`config.mk`:
```
export PLATFORM = sky130hd
export DESIGN_NAME = motor_control_option_registers
export DESIGN_NICKNAME = d
export VERILOG_FILES = /design/src/motor_control_option_registers.v
export VERILOG_INCLUDE_DIRS = /design/src /design/src/src
export SDC_FILE = /design/constraint.sdc
export NUM_CORES = 1
export LEC_CHECK = 0
export ABC_AREA = 1
export BUFFER_PORTS_ARGS = -buffer_cell sky130_fd_sc_hd__buf_4
export CAP_MARGIN = 20
export CORE_MARGIN = 2
export CORE_UTILIZATION = 57
export CTS_BUF_LIST = sky130_fd_sc_hd__clkbuf_2
export DETAILED_ROUTE_END_ITERATION = 10
export GPL_ROUTABILITY_DRIVEN = 0
export PLACE_DENSITY = 0.86
export SYNTH_ARGS = -nofsm -noshare
export SYNTH_HDL_FRONTEND = slang
export SYNTH_SLANG_ARGS = --single-unit
```
`constraint.sdc`:
```
create_clock -name clock -period 3.23 [get_ports clock]
set_input_delay 0.646 -clock clock [delete_from_list [all_inputs] [get_ports clock]]
set_output_delay 0.646 -clock clock [all_outputs]
set_load 0.005 [all_outputs]
```
`src/motor_option_defs.vh`:
```
// Purpose: constants for the motor control option register bank
// Assumes: 8-bit registers at byte addresses 0x26..0x2b behind a simple register port
// Notes: values scaled to fixed units (mHz, mA, ns)
// Function
// - handover speed two ranges, zero invalid
// - no-motor and torque-constant detections enable bits
// - abnormal-speed and lock-current detections enable bits
// - inductive surge guard enable bit
// - mechanical surge guard enable and clamp target
// - release style after sensing: brake or hi-z
// - accel current limit n times 0.2 A
// - lock current threshold (n+1) times 0.4 A
// - closed-loop stuck detection enable bit
// - open-loop stuck detection enable bit
// - dead time (n+1) times 40 ns
// - sense threshold zero means align-and-go
// - buck output select 5 V or 3.3 V
// - tach open-loop output choice, 11 reserved
// - tach pulse ratio per electrical cycles
// - torque-constant upper and lower bounds select
// - speed input analog or pwm
// - closed-loop inhibit keeps open loop
`ifndef MOTOR_OPTION_DEFS_VH
`define MOTOR_OPTION_DEFS_VH
`define ADDR_LOOP_HANDOVER 8'h26
`define ADDR_LOCK_SURGE 8'h27
`define ADDR_CURRENT_LIMIT 8'h28
`define ADDR_CLOSED_LOOP_GATE 8'h29
`define ADDR_INDUCTIVE_SENSE 8'h2a
`define ADDR_TACH_SPEED 8'h2b
`define RESET_VALUE 8'h00
`define MASK_ALL 8'hff
`define MASK_CURRENT_LIMIT 8'hfe
`define SPEED_LOW_STEP_MHZ 18'h0_0320
`define SPEED_HIGH_STEP_MHZ 18'h0_3200
`define ACCEL_STEP_MA 12'h00c8
`define LOCK_STEP_MA 12'h0190
`define SENSE_STEP_MA 12'h00c8
`define DEAD_STEP_NS 10'h0028
`define DEAD_MIN_12V_NS 10'h0168
`define DEAD_MIN_24V_NS 10'h0190
`define TACH_RESERVED 2'h3
`define BIT_SPEED_RANGE 7
`define FLD_SPEED_CODE 7:3
`define FLD_SPEED_STEP 6:3
`define FLD_ALIGN_TIME 2:0
`define BIT_NO_MOTOR 7
`define BIT_TORQUE_CONST 6
`define BIT_ABNORMAL_SPEED 5
`define BIT_LOCK_CURRENT 4
`define BIT_INDUCTIVE_GUARD 3
`define BIT_MECH_GUARD 2
`define BIT_MECH_TARGET 1
`define BIT_RELEASE_STYLE 0
`define FLD_ACCEL_LIMIT 7:4
`define FLD_LOCK_LIMIT 3:1
`define BIT_CLOSED_STUCK 7
`define FLD_LOOP_RAMP 6:4
`define FLD_DEAD_TIME 3:0
`define FLD_SENSE_THRESHOLD 7:4
`define BIT_OPEN_STUCK 3
`define BIT_BUCK_CHOICE 2
`define FLD_SENSE_RATE 1:0
`define FLD_TACH_LOOP 7:6
`define FLD_TACH_RATIO 5:4
`define BIT_TORQUE_LOW 3
`define BIT_TORQUE_HIGH 2
`define BIT_SPEED_INPUT 1
`define BIT_LOOP_INHIBIT 0
`endif

```
`src/motor_control_option_registers.v`:
```
// Purpose: option register bank steering start-up, protection, gate and tach settings
// Assumes: host register port is a decoded single-cycle read/write strobe
// Notes: read data registered one cycle after read strobe
`timescale 1ns/1ps
`default_nettype none
`include "motor_option_defs.vh"
module motor_control_option_registers
(
  // clock and reset
  input wire clock,
  input wire rstn,
  // register port
  input wire [7:0] reg_addr,
  input wire reg_write,
  input wire reg_read,
  input wire [7:0] reg_wdata,
  output reg [7:0] reg_rdata,
  output reg reg_rvalid,
  // decoded settings
  output reg handover_valid,
  output reg [17:0] handover_speed_mhz,
  output reg [2:0] rotor_align_duration,
  output reg no_motor_fault_enable,
  output reg lock_enable_torque_const,
  output reg lock_enable_abnormal_speed,
  output reg lock_enable_current,
  output reg inductive_surge_guard_enable,
  output reg mechanical_surge_guard_enable,
  output reg mechanical_surge_guard_target,
  output reg sense_release_style,
  output reg accel_limit_enable,
  output reg [11:0] accel_current_limit_ma,
  output reg [11:0] lock_current_threshold_ma,
  output reg lock_enable_closed_stuck,
  output reg [2:0] closed_loop_ramp,
  output reg [9:0] dead_time_ns,
  output reg dead_time_below_min_12v,
  output reg dead_time_below_min_24v,
  output reg sense_enable,
  output reg [11:0] sense_current_threshold_ma,
  output reg lock_enable_open_stuck,
  output reg buck_voltage_choice,
  output reg [1:0] sense_pulse_rate,
  output reg [1:0] tach_open_loop_choice,
  output reg tach_choice_reserved,
  output reg [1:0] tach_pulse_ratio,
  output reg torque_const_high_double,
  output reg torque_const_low_half,
  output reg speed_input_kind,
  output reg closed_loop_inhibit
);

  reg [7:0] handover_reg;
  reg [7:0] lock_reg;
  reg [7:0] limit_reg;
  reg [7:0] gate_reg;
  reg [7:0] sense_reg;
  reg [7:0] tach_reg;
  reg [7:0] rdata_next;

  function [7:0] write_mux;
    input [7:0] old_value;
    input [7:0] new_value;
    input [7:0] mask;
    input hit;
    begin
      write_mux = hit ? (new_value & mask) : old_value;
    end
  endfunction

  // one write strobe steered to one register address
  function write_hit;
    input strobe;
    input [7:0] addr;
    input [7:0] target;
    begin
      write_hit = strobe && (addr == target);
    end
  endfunction

  // two speed ranges, the upper one counted from one step
  // the top code gives 204.8 Hz, so the result needs 18 bits of mHz
  function [17:0] handover_mhz;
    input [7:0] value;
    begin
      if (value[`BIT_SPEED_RANGE])
        handover_mhz = ({14'h0000, value[`FLD_SPEED_STEP]} + 18'h0_0001) * `SPEED_HIGH_STEP_MHZ;
      else
        handover_mhz = {14'h0000, value[`FLD_SPEED_STEP]} * `SPEED_LOW_STEP_MHZ;
    end
  endfunction

  // n steps, or n+1 steps for fields that count from one step up
  // callers keep the product inside 12 bits
  function [11:0] current_ma;
    input [3:0] code;
    input add_one;
    input [11:0] step;
    begin
      current_ma = ({8'h00, code} + {11'h000, add_one}) * step;
    end
  endfunction

  // dead time counts from one step, so code zero is never zero time
  function [9:0] dead_ns;
    input [3:0] code;
    begin
      dead_ns = ({6'h00, code} + 10'h001) * `DEAD_STEP_NS;
    end
  endfunction

  always @(posedge clock)
  begin
    if (!rstn)
    begin
      handover_reg <= `RESET_VALUE;
      lock_reg <= `RESET_VALUE;
      limit_reg <= `RESET_VALUE;
      gate_reg <= `RESET_VALUE;
      sense_reg <= `RESET_VALUE;
      tach_reg <= `RESET_VALUE;
    end
    else
    begin
      // unused bit 0 of current limit is dropped on write
      handover_reg <= write_mux(handover_reg, reg_wdata, `MASK_ALL,
        write_hit(reg_write, reg_addr, `ADDR_LOOP_HANDOVER));
      lock_reg <= write_mux(lock_reg, reg_wdata, `MASK_ALL,
        write_hit(reg_write, reg_addr, `ADDR_LOCK_SURGE));
      limit_reg <= write_mux(limit_reg, reg_wdata, `MASK_CURRENT_LIMIT,
        write_hit(reg_write, reg_addr, `ADDR_CURRENT_LIMIT));
      gate_reg <= write_mux(gate_reg, reg_wdata, `MASK_ALL,
        write_hit(reg_write, reg_addr, `ADDR_CLOSED_LOOP_GATE));
      sense_reg <= write_mux(sense_reg, reg_wdata, `MASK_ALL,
        write_hit(reg_write, reg_addr, `ADDR_INDUCTIVE_SENSE));
      tach_reg <= write_mux(tach_reg, reg_wdata, `MASK_ALL,
        write_hit(reg_write, reg_addr, `ADDR_TACH_SPEED));
    end
  end

  // readback, unmapped addresses read zero
  always @*
  begin
    case (reg_addr)
      `ADDR_LOOP_HANDOVER: rdata_next = handover_reg;
      `ADDR_LOCK_SURGE: rdata_next = lock_reg;
      `ADDR_CURRENT_LIMIT: rdata_next = limit_reg;
      `ADDR_CLOSED_LOOP_GATE: rdata_next = gate_reg;
      `ADDR_INDUCTIVE_SENSE: rdata_next = sense_reg;
      `ADDR_TACH_SPEED: rdata_next = tach_reg;
      default: rdata_next = `RESET_VALUE;
    endcase
  end

  always @(posedge clock)
  begin
    if (!rstn)
    begin
      reg_rdata <= `RESET_VALUE;
      reg_rvalid <= 1'b0;
    end
    else
    begin
      reg_rvalid <= reg_read;
      if (reg_read)
        reg_rdata <= rdata_next;
    end
  end

  // handover speed and align time, code zero marked invalid
  always @(posedge clock)
  begin
    if (!rstn)
    begin
      handover_valid <= 1'b0;
      handover_speed_mhz <= 18'h0_0000;
      rotor_align_duration <= 3'h0;
    end
    else
    begin
      handover_valid <= handover_reg[`FLD_SPEED_CODE] != 5'h00;
      handover_speed_mhz <= handover_mhz(handover_reg);
      rotor_align_duration <= handover_reg[`FLD_ALIGN_TIME];
    end
  end

  // lock detection and surge guard enables
  always @(posedge clock)
  begin
    if (!rstn)
    begin
      no_motor_fault_enable <= 1'b0;
      lock_enable_torque_const <= 1'b0;
      lock_enable_abnormal_speed <= 1'b0;
      lock_enable_current <= 1'b0;
      inductive_surge_guard_enable <= 1'b0;
      mechanical_surge_guard_enable <= 1'b0;
      mechanical_surge_guard_target <= 1'b0;
      sense_release_style <= 1'b0;
    end
    else
    begin
      no_motor_fault_enable <= lock_reg[`BIT_NO_MOTOR];
      lock_enable_torque_const <= lock_reg[`BIT_TORQUE_CONST];
      lock_enable_abnormal_speed <= lock_reg[`BIT_ABNORMAL_SPEED];
      lock_enable_current <= lock_reg[`BIT_LOCK_CURRENT];
      inductive_surge_guard_enable <= lock_reg[`BIT_INDUCTIVE_GUARD];
      mechanical_surge_guard_enable <= lock_reg[`BIT_MECH_GUARD];
      mechanical_surge_guard_target <= lock_reg[`BIT_MECH_TARGET];
      sense_release_style <= lock_reg[`BIT_RELEASE_STYLE];
    end
  end

  // acceleration and lock current limits
  always @(posedge clock)
  begin
    if (!rstn)
    begin
      accel_limit_enable <= 1'b0;
      accel_current_limit_ma <= 12'h000;
      lock_current_threshold_ma <= 12'h000;
    end
    else
    begin
      accel_limit_enable <= limit_reg[`FLD_ACCEL_LIMIT] != 4'h0;
      // code zero yields zero here, read together with the enable flag
      accel_current_limit_ma <= current_ma(limit_reg[`FLD_ACCEL_LIMIT], 1'b0, `ACCEL_STEP_MA);
      lock_current_threshold_ma <= current_ma({1'b0, limit_reg[`FLD_LOCK_LIMIT]}, 1'b1, `LOCK_STEP_MA);
    end
  end

  // closed-loop stuck detection, ramp and gate dead time
  always @(posedge clock)
  begin
    if (!rstn)
    begin
      lock_enable_closed_stuck <= 1'b0;
      closed_loop_ramp <= 3'h0;
      dead_time_ns <= 10'h000;
      dead_time_below_min_12v <= 1'b0;
      dead_time_below_min_24v <= 1'b0;
    end
    else
    begin
      lock_enable_closed_stuck <= gate_reg[`BIT_CLOSED_STUCK];
      closed_loop_ramp <= gate_reg[`FLD_LOOP_RAMP];
      dead_time_ns <= dead_ns(gate_reg[`FLD_DEAD_TIME]);
      // advisory flags only, a short dead time is still applied as written
      dead_time_below_min_12v <= dead_ns(gate_reg[`FLD_DEAD_TIME]) < `DEAD_MIN_12V_NS;
      dead_time_below_min_24v <= dead_ns(gate_reg[`FLD_DEAD_TIME]) < `DEAD_MIN_24V_NS;
    end
  end

  // inductive sense threshold, open-loop stuck detection and regulator choice
  always @(posedge clock)
  begin
    if (!rstn)
    begin
      sense_enable <= 1'b0;
      sense_current_threshold_ma <= 12'h000;
      lock_enable_open_stuck <= 1'b0;
      buck_voltage_choice <= 1'b0;
      sense_pulse_rate <= 2'h0;
    end
    else
    begin
      sense_enable <= sense_reg[`FLD_SENSE_THRESHOLD] != 4'h0;
      // zero selects align-and-go, so no threshold is reported
      if (sense_reg[`FLD_SENSE_THRESHOLD] == 4'h0)
        sense_current_threshold_ma <= 12'h000;
      else
        sense_current_threshold_ma <= current_ma(sense_reg[`FLD_SENSE_THRESHOLD], 1'b1, `SENSE_STEP_MA);
      lock_enable_open_stuck <= sense_reg[`BIT_OPEN_STUCK];
      buck_voltage_choice <= sense_reg[`BIT_BUCK_CHOICE];
      sense_pulse_rate <= sense_reg[`FLD_SENSE_RATE];
    end
  end

  // tach output, torque-constant bounds, speed input and loop handover
  always @(posedge clock)
  begin
    if (!rstn)
    begin
      tach_open_loop_choice <= 2'h0;
      tach_choice_reserved <= 1'b0;
      tach_pulse_ratio <= 2'h0;
      torque_const_high_double <= 1'b0;
      torque_const_low_half <= 1'b0;
      speed_input_kind <= 1'b0;
      closed_loop_inhibit <= 1'b0;
    end
    else
    begin
      // the reserved loop choice is kept as written and only flagged
      tach_open_loop_choice <= tach_reg[`FLD_TACH_LOOP];
      tach_choice_reserved <= tach_reg[`FLD_TACH_LOOP] == `TACH_RESERVED;
      tach_pulse_ratio <= tach_reg[`FLD_TACH_RATIO];
      torque_const_high_double <= tach_reg[`BIT_TORQUE_HIGH];
      torque_const_low_half <= tach_reg[`BIT_TORQUE_LOW];
      speed_input_kind <= tach_reg[`BIT_SPEED_INPUT];
      closed_loop_inhibit <= tach_reg[`BIT_LOOP_INHIBIT];
    end
  end

endmodule
`default_nettype wire

```
==> results.sh, run 1 <==
export IMPL_outcome="finished clean"
export IMPL_timing_hold_ws_ps=265
export IMPL_yosys_register_bits=135
export IMPL_wl_per_cell_microns=13.5
export IMPL_syn_area_sq_um=6220
export IMPL_ant_nets=0
export IMPL_wl_mm=13.3
export IMPL_place_hpwl_mm=9.56
export IMPL_maxSlewHeadroom=0.591
export IMPL_grt_overflow=0
export IMPL_finalSetupViolCount=0
export IMPL_regArea_sq_um=2700
export IMPL_yosysTopAreaCell="dfxtp_1"
export IMPL_grt_max_degree=70
export IMPL_synth_edf_count=0
export IMPL_dieArea_sq_um=11800
export IMPL_cts_made_buffers=17
export IMPL_postCtsResizedCells=0
export IMPL_ctsHoldBuffers=0
export IMPL_ys_top_cells_by_area="dfxtp_1 43%, ha_1 13%, inv_1 7.4%"
export IMPL_critPathMaxFanout=6
export IMPL_tritoncts="done"
export IMPL_fmax_mhz=354
export IMPL_maxCapViolCount=0
export IMPL_initial_core_util=0.579
export IMPL_multi_input_area_sq_um=2850
export IMPL_crit_path_top_delay_cell="dfxtp_1"
export IMPL_r2r_start="handover_reg[3]"
export IMPL_cts_sinks=135
export IMPL_timing_final_crit_share=0.874
export IMPL_regToRegSetupSlack_ps=410
export IMPL_layout_common_cells="135 x dfxtp_1, 123 x inv_1, 108 x buf_4, 74 x nand2_1, 71 x a21oi_1"
export IMPL_num_rows=38
export IMPL_endpoint_kind="flop"
export IMPL_path_class="flop to flop"
export IMPL_ys_flop_type="dfxtp_1"
export IMPL_clock_latency_ps=700
export IMPL_num_vias=5007
export IMPL_largest_reg_flops=13
export IMPL_io_pins=126
export IMPL_r2r_cells=10
export IMPL_path_common_cell="ha_1"
export IMPL_area_growth_pct=17.1
export IMPL_die_y_microns=109
export IMPL_fillers=850
export IMPL_rsz0062_at_grt="no"
export IMPL_finalMaxSlewViolations=0
export IMPL_top_register="handover_speed_mhz"
export IMPL_yosysSeqAreaShare=0.434
export IMPL_die_w_microns=109
export IMPL_clkTransAtPathRegs_ps=220
export IMPL_track_usage=0.231
export IMPL_route_detailed_drc=0
export IMPL_p_leak_nw=3.74
export IMPL_grt_pass1_vias=4473
export IMPL_grt_pass1_wl_mm=21.0
export IMPL_grt_antenna_before_repair=1
export IMPL_first_pass_iters=6
export IMPL_crit_path_end="handover_speed_mhz[17]"
export IMPL_port_buffer_count=107
export IMPL_arrival_ps=3460
export IMPL_fin_worst_skew_ps=35.7
export IMPL_mostFrequentLayoutCell="dfxtp_1"
export IMPL_placed_area_sq_um=7000
export IMPL_root_buffer="clkbuf_2"
export IMPL_postCtsSetupBuffers=0
export IMPL_irDropWorstVdd_mv=0.205
export IMPL_synthesis_instances=728
export IMPL_finalHoldViolCount=0
export IMPL_nNetsFinal=922
export IMPL_min_path_type="primary input to flop"
export IMPL_yosys_warnings=0
export IMPL_yosysUniqueCellTypes=39
export IMPL_fin_crit_ps=2820
export IMPL_worstReg2RegEnd="handover_speed_mhz[17]"
export IMPL_drive_above_1_share=0.194
export IMPL_worst_slew_pin_slew_ps=613
export IMPL_worstSetupStartpoint="handover_reg[3]"
export IMPL_yosysTopAreaCellShare=0.434
export IMPL_timing_setup_tns_ps=0
export IMPL_setup_worst_path_start_class="flop"
export IMPL_core_sq_um=10700
export IMPL_critPathMaxStageDelay_ps=490
export IMPL_reg_top3="handover_speed_mhz (13), accel_current_limit_ma (9), sense_current_threshold_ma (9)"
export IMPL_crit_chain="ha_1 > xnor2_1 > inv_1 > ha_1 > ha_1 > fa_1 > nand2_1 > o21bai_1 > or2_2 > a21oi_1"
export IMPL_ys_async_sr_fraction=0
export IMPL_avgSynthCellArea_sq_um=8.55
export IMPL_required_ps=3870
export IMPL_via_per_inst=5.07
export IMPL_dr_first_iter_drc_count=453
export IMPL_htree_num_levels=4
export IMPL_powerDensity_nw_per_um2=411
export IMPL_design_area_sq_um=7290
export IMPL_cts_max_path_buffers=2
[cell usage after synthesis, types with 5 or more instances]
master,instances
o22ai_1,15
nand3_1,16
a21oi_1,71
nand2_1,74
clkbuf_1,8
nand2_2,6
nor2_1,58
xnor2_1,10
ha_1,64
buf_4,20
inv_1,123
xor2_1,10
buf_6,5
dfxtp_1,135
o21ai_0,64
[routing by layer]
| layer | track usage | share of wire | up-vias |
|---|---|---|---|
| li1 | - | - | 2507 |
| met1 | 0.298 | 0.42 | 2261 |
| met2 | 0.374 | 0.47 | 210 |
| met3 | 0.0542 | 0.082 | 29 |
| met4 | 0.0943 | 0.028 | 0 |
| met5 | 0 | 0 | - |
[worst max-delay path, delay by kind of cell, from the launching register on]
kind / cells / cell delay, ps
flops: 1 / 490
fa+ha+maj: 4 / 1390
compound gates: 2 / 200
xor+xnor: 1 / 190
buf+inv: 1 / 100
simple gates: 2 / 400
[power breakdown]
| group | total [W] | internal (W) | switching, W |
|---|---|---|---|
| combinational | 0.000140 | 0.0000493 | 0.0000911 |
| sequential | 0.00169 | 0.00168 | 0.00000561 |
| clock | 0.00117 | 0.000521 | 0.000649 |
[final cells by class]
type,instances,area share
Antenna cell,1,0.000343
Clock buffer,18,0.0124
Clock inverter,14,0.0271
Inverter,124,0.0638
Multi-Input combinational cell,448,0.390
Sequential cell,135,0.371
Tap cell,140,0.0240
Timing Repair Buffer,108,0.111
[metrics by stage]
step,std cells,utilization,total power [W],setup slack (ps)
floorplan,746,-,0.00181,684
global placement,955,0.651,0.00185,580
detailed placement,955,0.651,0.00186,454
CTS,987,0.678,0.00300,413
global route,988,0.679,0.00309,230
finish,988,0.679,0.00300,408
[worst min path at each step]
stage                 start                   to  slack (ps)  cells past startpoint
5_1_grt            reg_read           reg_rvalid         250                      3
4_1_cts            reg_read           reg_rvalid         220                      3
3_5_place_dp    gate_reg[4]  closed_loop_ramp[0]         420                      2
6_report           reg_read           reg_rvalid         270                      3
3_3_place_gp   sense_reg[1]  sense_pulse_rate[1]         420                      2
2_1_floorplan  sense_reg[2]  buck_voltage_choice         410                      2
[cell families after synthesis]
family          after synthesis  share of synthesized area
simple gates                176                      0.134
compound gates              164                      0.139
flops                       135                      0.434
other cells                   1                   0.000602
buf+inv                     163                      0.119
xor+xnor                     21                     0.0308
fa+ha+maj                    68                      0.142
(Power assumes the default switching activity.)
==> run 2, diff against run 1 <==
- CORE_UTILIZATION: 57 -> 45
- PLACE_DENSITY: 0.86 -> 0.71
==> results.sh, run 2 (synthesis gave the netlist of run 1 again) <==
export IMPL_core_sq_um=13400
export IMPL_path_common_cell="ha_1"
export IMPL_postCtsResizedCells=0
export IMPL_finalHoldViolCount=0
export IMPL_timing_hold_ws_ps=227
export IMPL_dieArea_sq_um=14800
export IMPL_dr_first_iter_drc_count=255
export IMPL_ctsHoldBuffers=0
export IMPL_largest_reg_flops=13
export IMPL_fin_crit_ps=2790
export IMPL_grt_antenna_before_repair=1
export IMPL_grt_overflow=0
export IMPL_root_buffer="clkbuf_2"
export IMPL_mostFrequentLayoutCell="dfxtp_1"
export IMPL_ant_nets=0
export IMPL_setup_worst_path_start_class="flop"
export IMPL_area_growth_pct=17.8
export IMPL_grt_pass1_wl_mm=21.4
export IMPL_track_usage=0.189
export IMPL_fin_worst_skew_ps=29.4
export IMPL_arrival_ps=3440
export IMPL_maxSlewHeadroom=0.476
export IMPL_finalMaxSlewViolations=0
export IMPL_fillers=1316
export IMPL_clock_latency_ps=710
export IMPL_clkTransAtPathRegs_ps=220
export IMPL_critPathMaxStageDelay_ps=480
export IMPL_multi_input_area_sq_um=2850
export IMPL_crit_chain="ha_1 > xnor2_1 > inv_1 > ha_1 > ha_1 > fa_1 > nand2_1 > o21bai_1 > or2_2 > a21oi_1"
export IMPL_nNetsFinal=922
export IMPL_first_pass_iters=4
export IMPL_route_detailed_drc=0
export IMPL_timing_setup_tns_ps=0
export IMPL_port_buffer_count=107
export IMPL_drive_above_1_share=0.192
export IMPL_outcome="finished clean"
export IMPL_min_from="rstn"
export IMPL_timing_final_crit_share=0.865
export IMPL_grt_pass1_vias=4386
export IMPL_wl_per_cell_microns=13.3
export IMPL_cts_max_path_buffers=2
export IMPL_fmax_mhz=358
export IMPL_num_rows=42
export IMPL_path_class="flop to flop"
export IMPL_cts_sinks=135
export IMPL_top_register="handover_speed_mhz"
export IMPL_min_path_type="primary input to flop"
export IMPL_worst_slew_pin_slew_ps=787
export IMPL_crit_path_top_delay_cell="dfxtp_1"
export IMPL_finalSetupViolCount=0
export IMPL_worstSetupStartpoint="handover_reg[3]"
export IMPL_irDropWorstVdd_mv=0.196
export IMPL_powerDensity_nw_per_um2=407
export IMPL_endpoint_kind="flop"
export IMPL_regToRegSetupSlack_ps=440
export IMPL_reg_top3="handover_speed_mhz (13), accel_current_limit_ma (9), sense_current_threshold_ma (9)"
export IMPL_die_y_microns=122
export IMPL_required_ps=3880
export IMPL_critPathMaxFanout=6
export IMPL_maxCapViolCount=0
export IMPL_num_vias=4823
export IMPL_cts_made_buffers=17
export IMPL_place_hpwl_mm=9.86
export IMPL_wl_mm=13.6
export IMPL_grt_max_degree=90
export IMPL_r2r_start="handover_reg[3]"
export IMPL_rsz0062_at_grt="no"
export IMPL_layout_common_cells="135 x dfxtp_1, 123 x inv_1, 108 x buf_4, 74 x nand2_1, 71 x a21oi_1"
export IMPL_io_pins=126
export IMPL_die_w_microns=122
export IMPL_p_leak_nw=3.73
export IMPL_postCtsSetupBuffers=0
export IMPL_htree_num_levels=4
export IMPL_initial_core_util=0.465
export IMPL_via_per_inst=4.71
export IMPL_regArea_sq_um=2700
export IMPL_tritoncts="done"
run 2: layout make-up:
type / instances / area share
flip-flops and latches: 135 / 0.369
clock buffers: 17 / 0.0116
well taps: 176 / 0.0300
clock inverters: 15 / 0.0271
multi-input cells: 448 / 0.388
inverters: 124 / 0.0635
repair buffers: 108 / 0.111
diodes: 1 / 0.000341
run 2: layer usage:
metal	part of all wire	global-route usage	wire, microns	vias to the layer above
met5	0	0	0	-
met4	0.016	0.0690	216	0
met3	0.064	0.0412	870	17
met2	0.47	0.310	6320	127
met1	0.45	0.244	6180	2165
li1	-	-	-	2514
run 2: power by group:
part	total [W]	leakage, nW	internal (W)	switching [W]
clock	0.00116	0.157	0.000513	0.000644
combinational	0.000140	2.49	0.0000496	0.0000905
sequential	0.00169	1.09	0.00168	0.00000560
total	0.00298	3.73	0.00224	0.000740
run 2: through the flow:
step / power (W) / cells / setup WS, ps / utilization / instance area, sq um
detailed placement: 0.00186 / 991 / 503 / 0.526 / 7050
CTS: 0.00301 / 1023 / 432 / 0.547 / 7330
finish: 0.00298 / 1024 / 437 / 0.547 / 7330
global route: 0.00310 / 1024 / 275 / 0.547 / 7330
floorplan: 0.00181 / 746 / 684 / - / 6290
global placement: 0.00186 / 991 / 569 / 0.526 / 7050
run 2: worst max-delay path, delay by kind of cell, from the launching register on:
kind                       cells  cell delay, ps
adders and majority gates      4            1390
and+or+nand+nor                2             380
buffers and inverters          1              90
AOI/OAI and AO/OA              2             180
xor gates and xnor gates       1             190
DFF                            1             480
run 2: worst paths after layout:
check | end | cells after the start
setup reg to reg | handover_speed_mhz[17] | 10
setup / recovery | handover_speed_mhz[17] | 10
hold reg to reg | closed_loop_ramp[2] | 2
hold / removal | accel_current_limit_ma[6] | 3
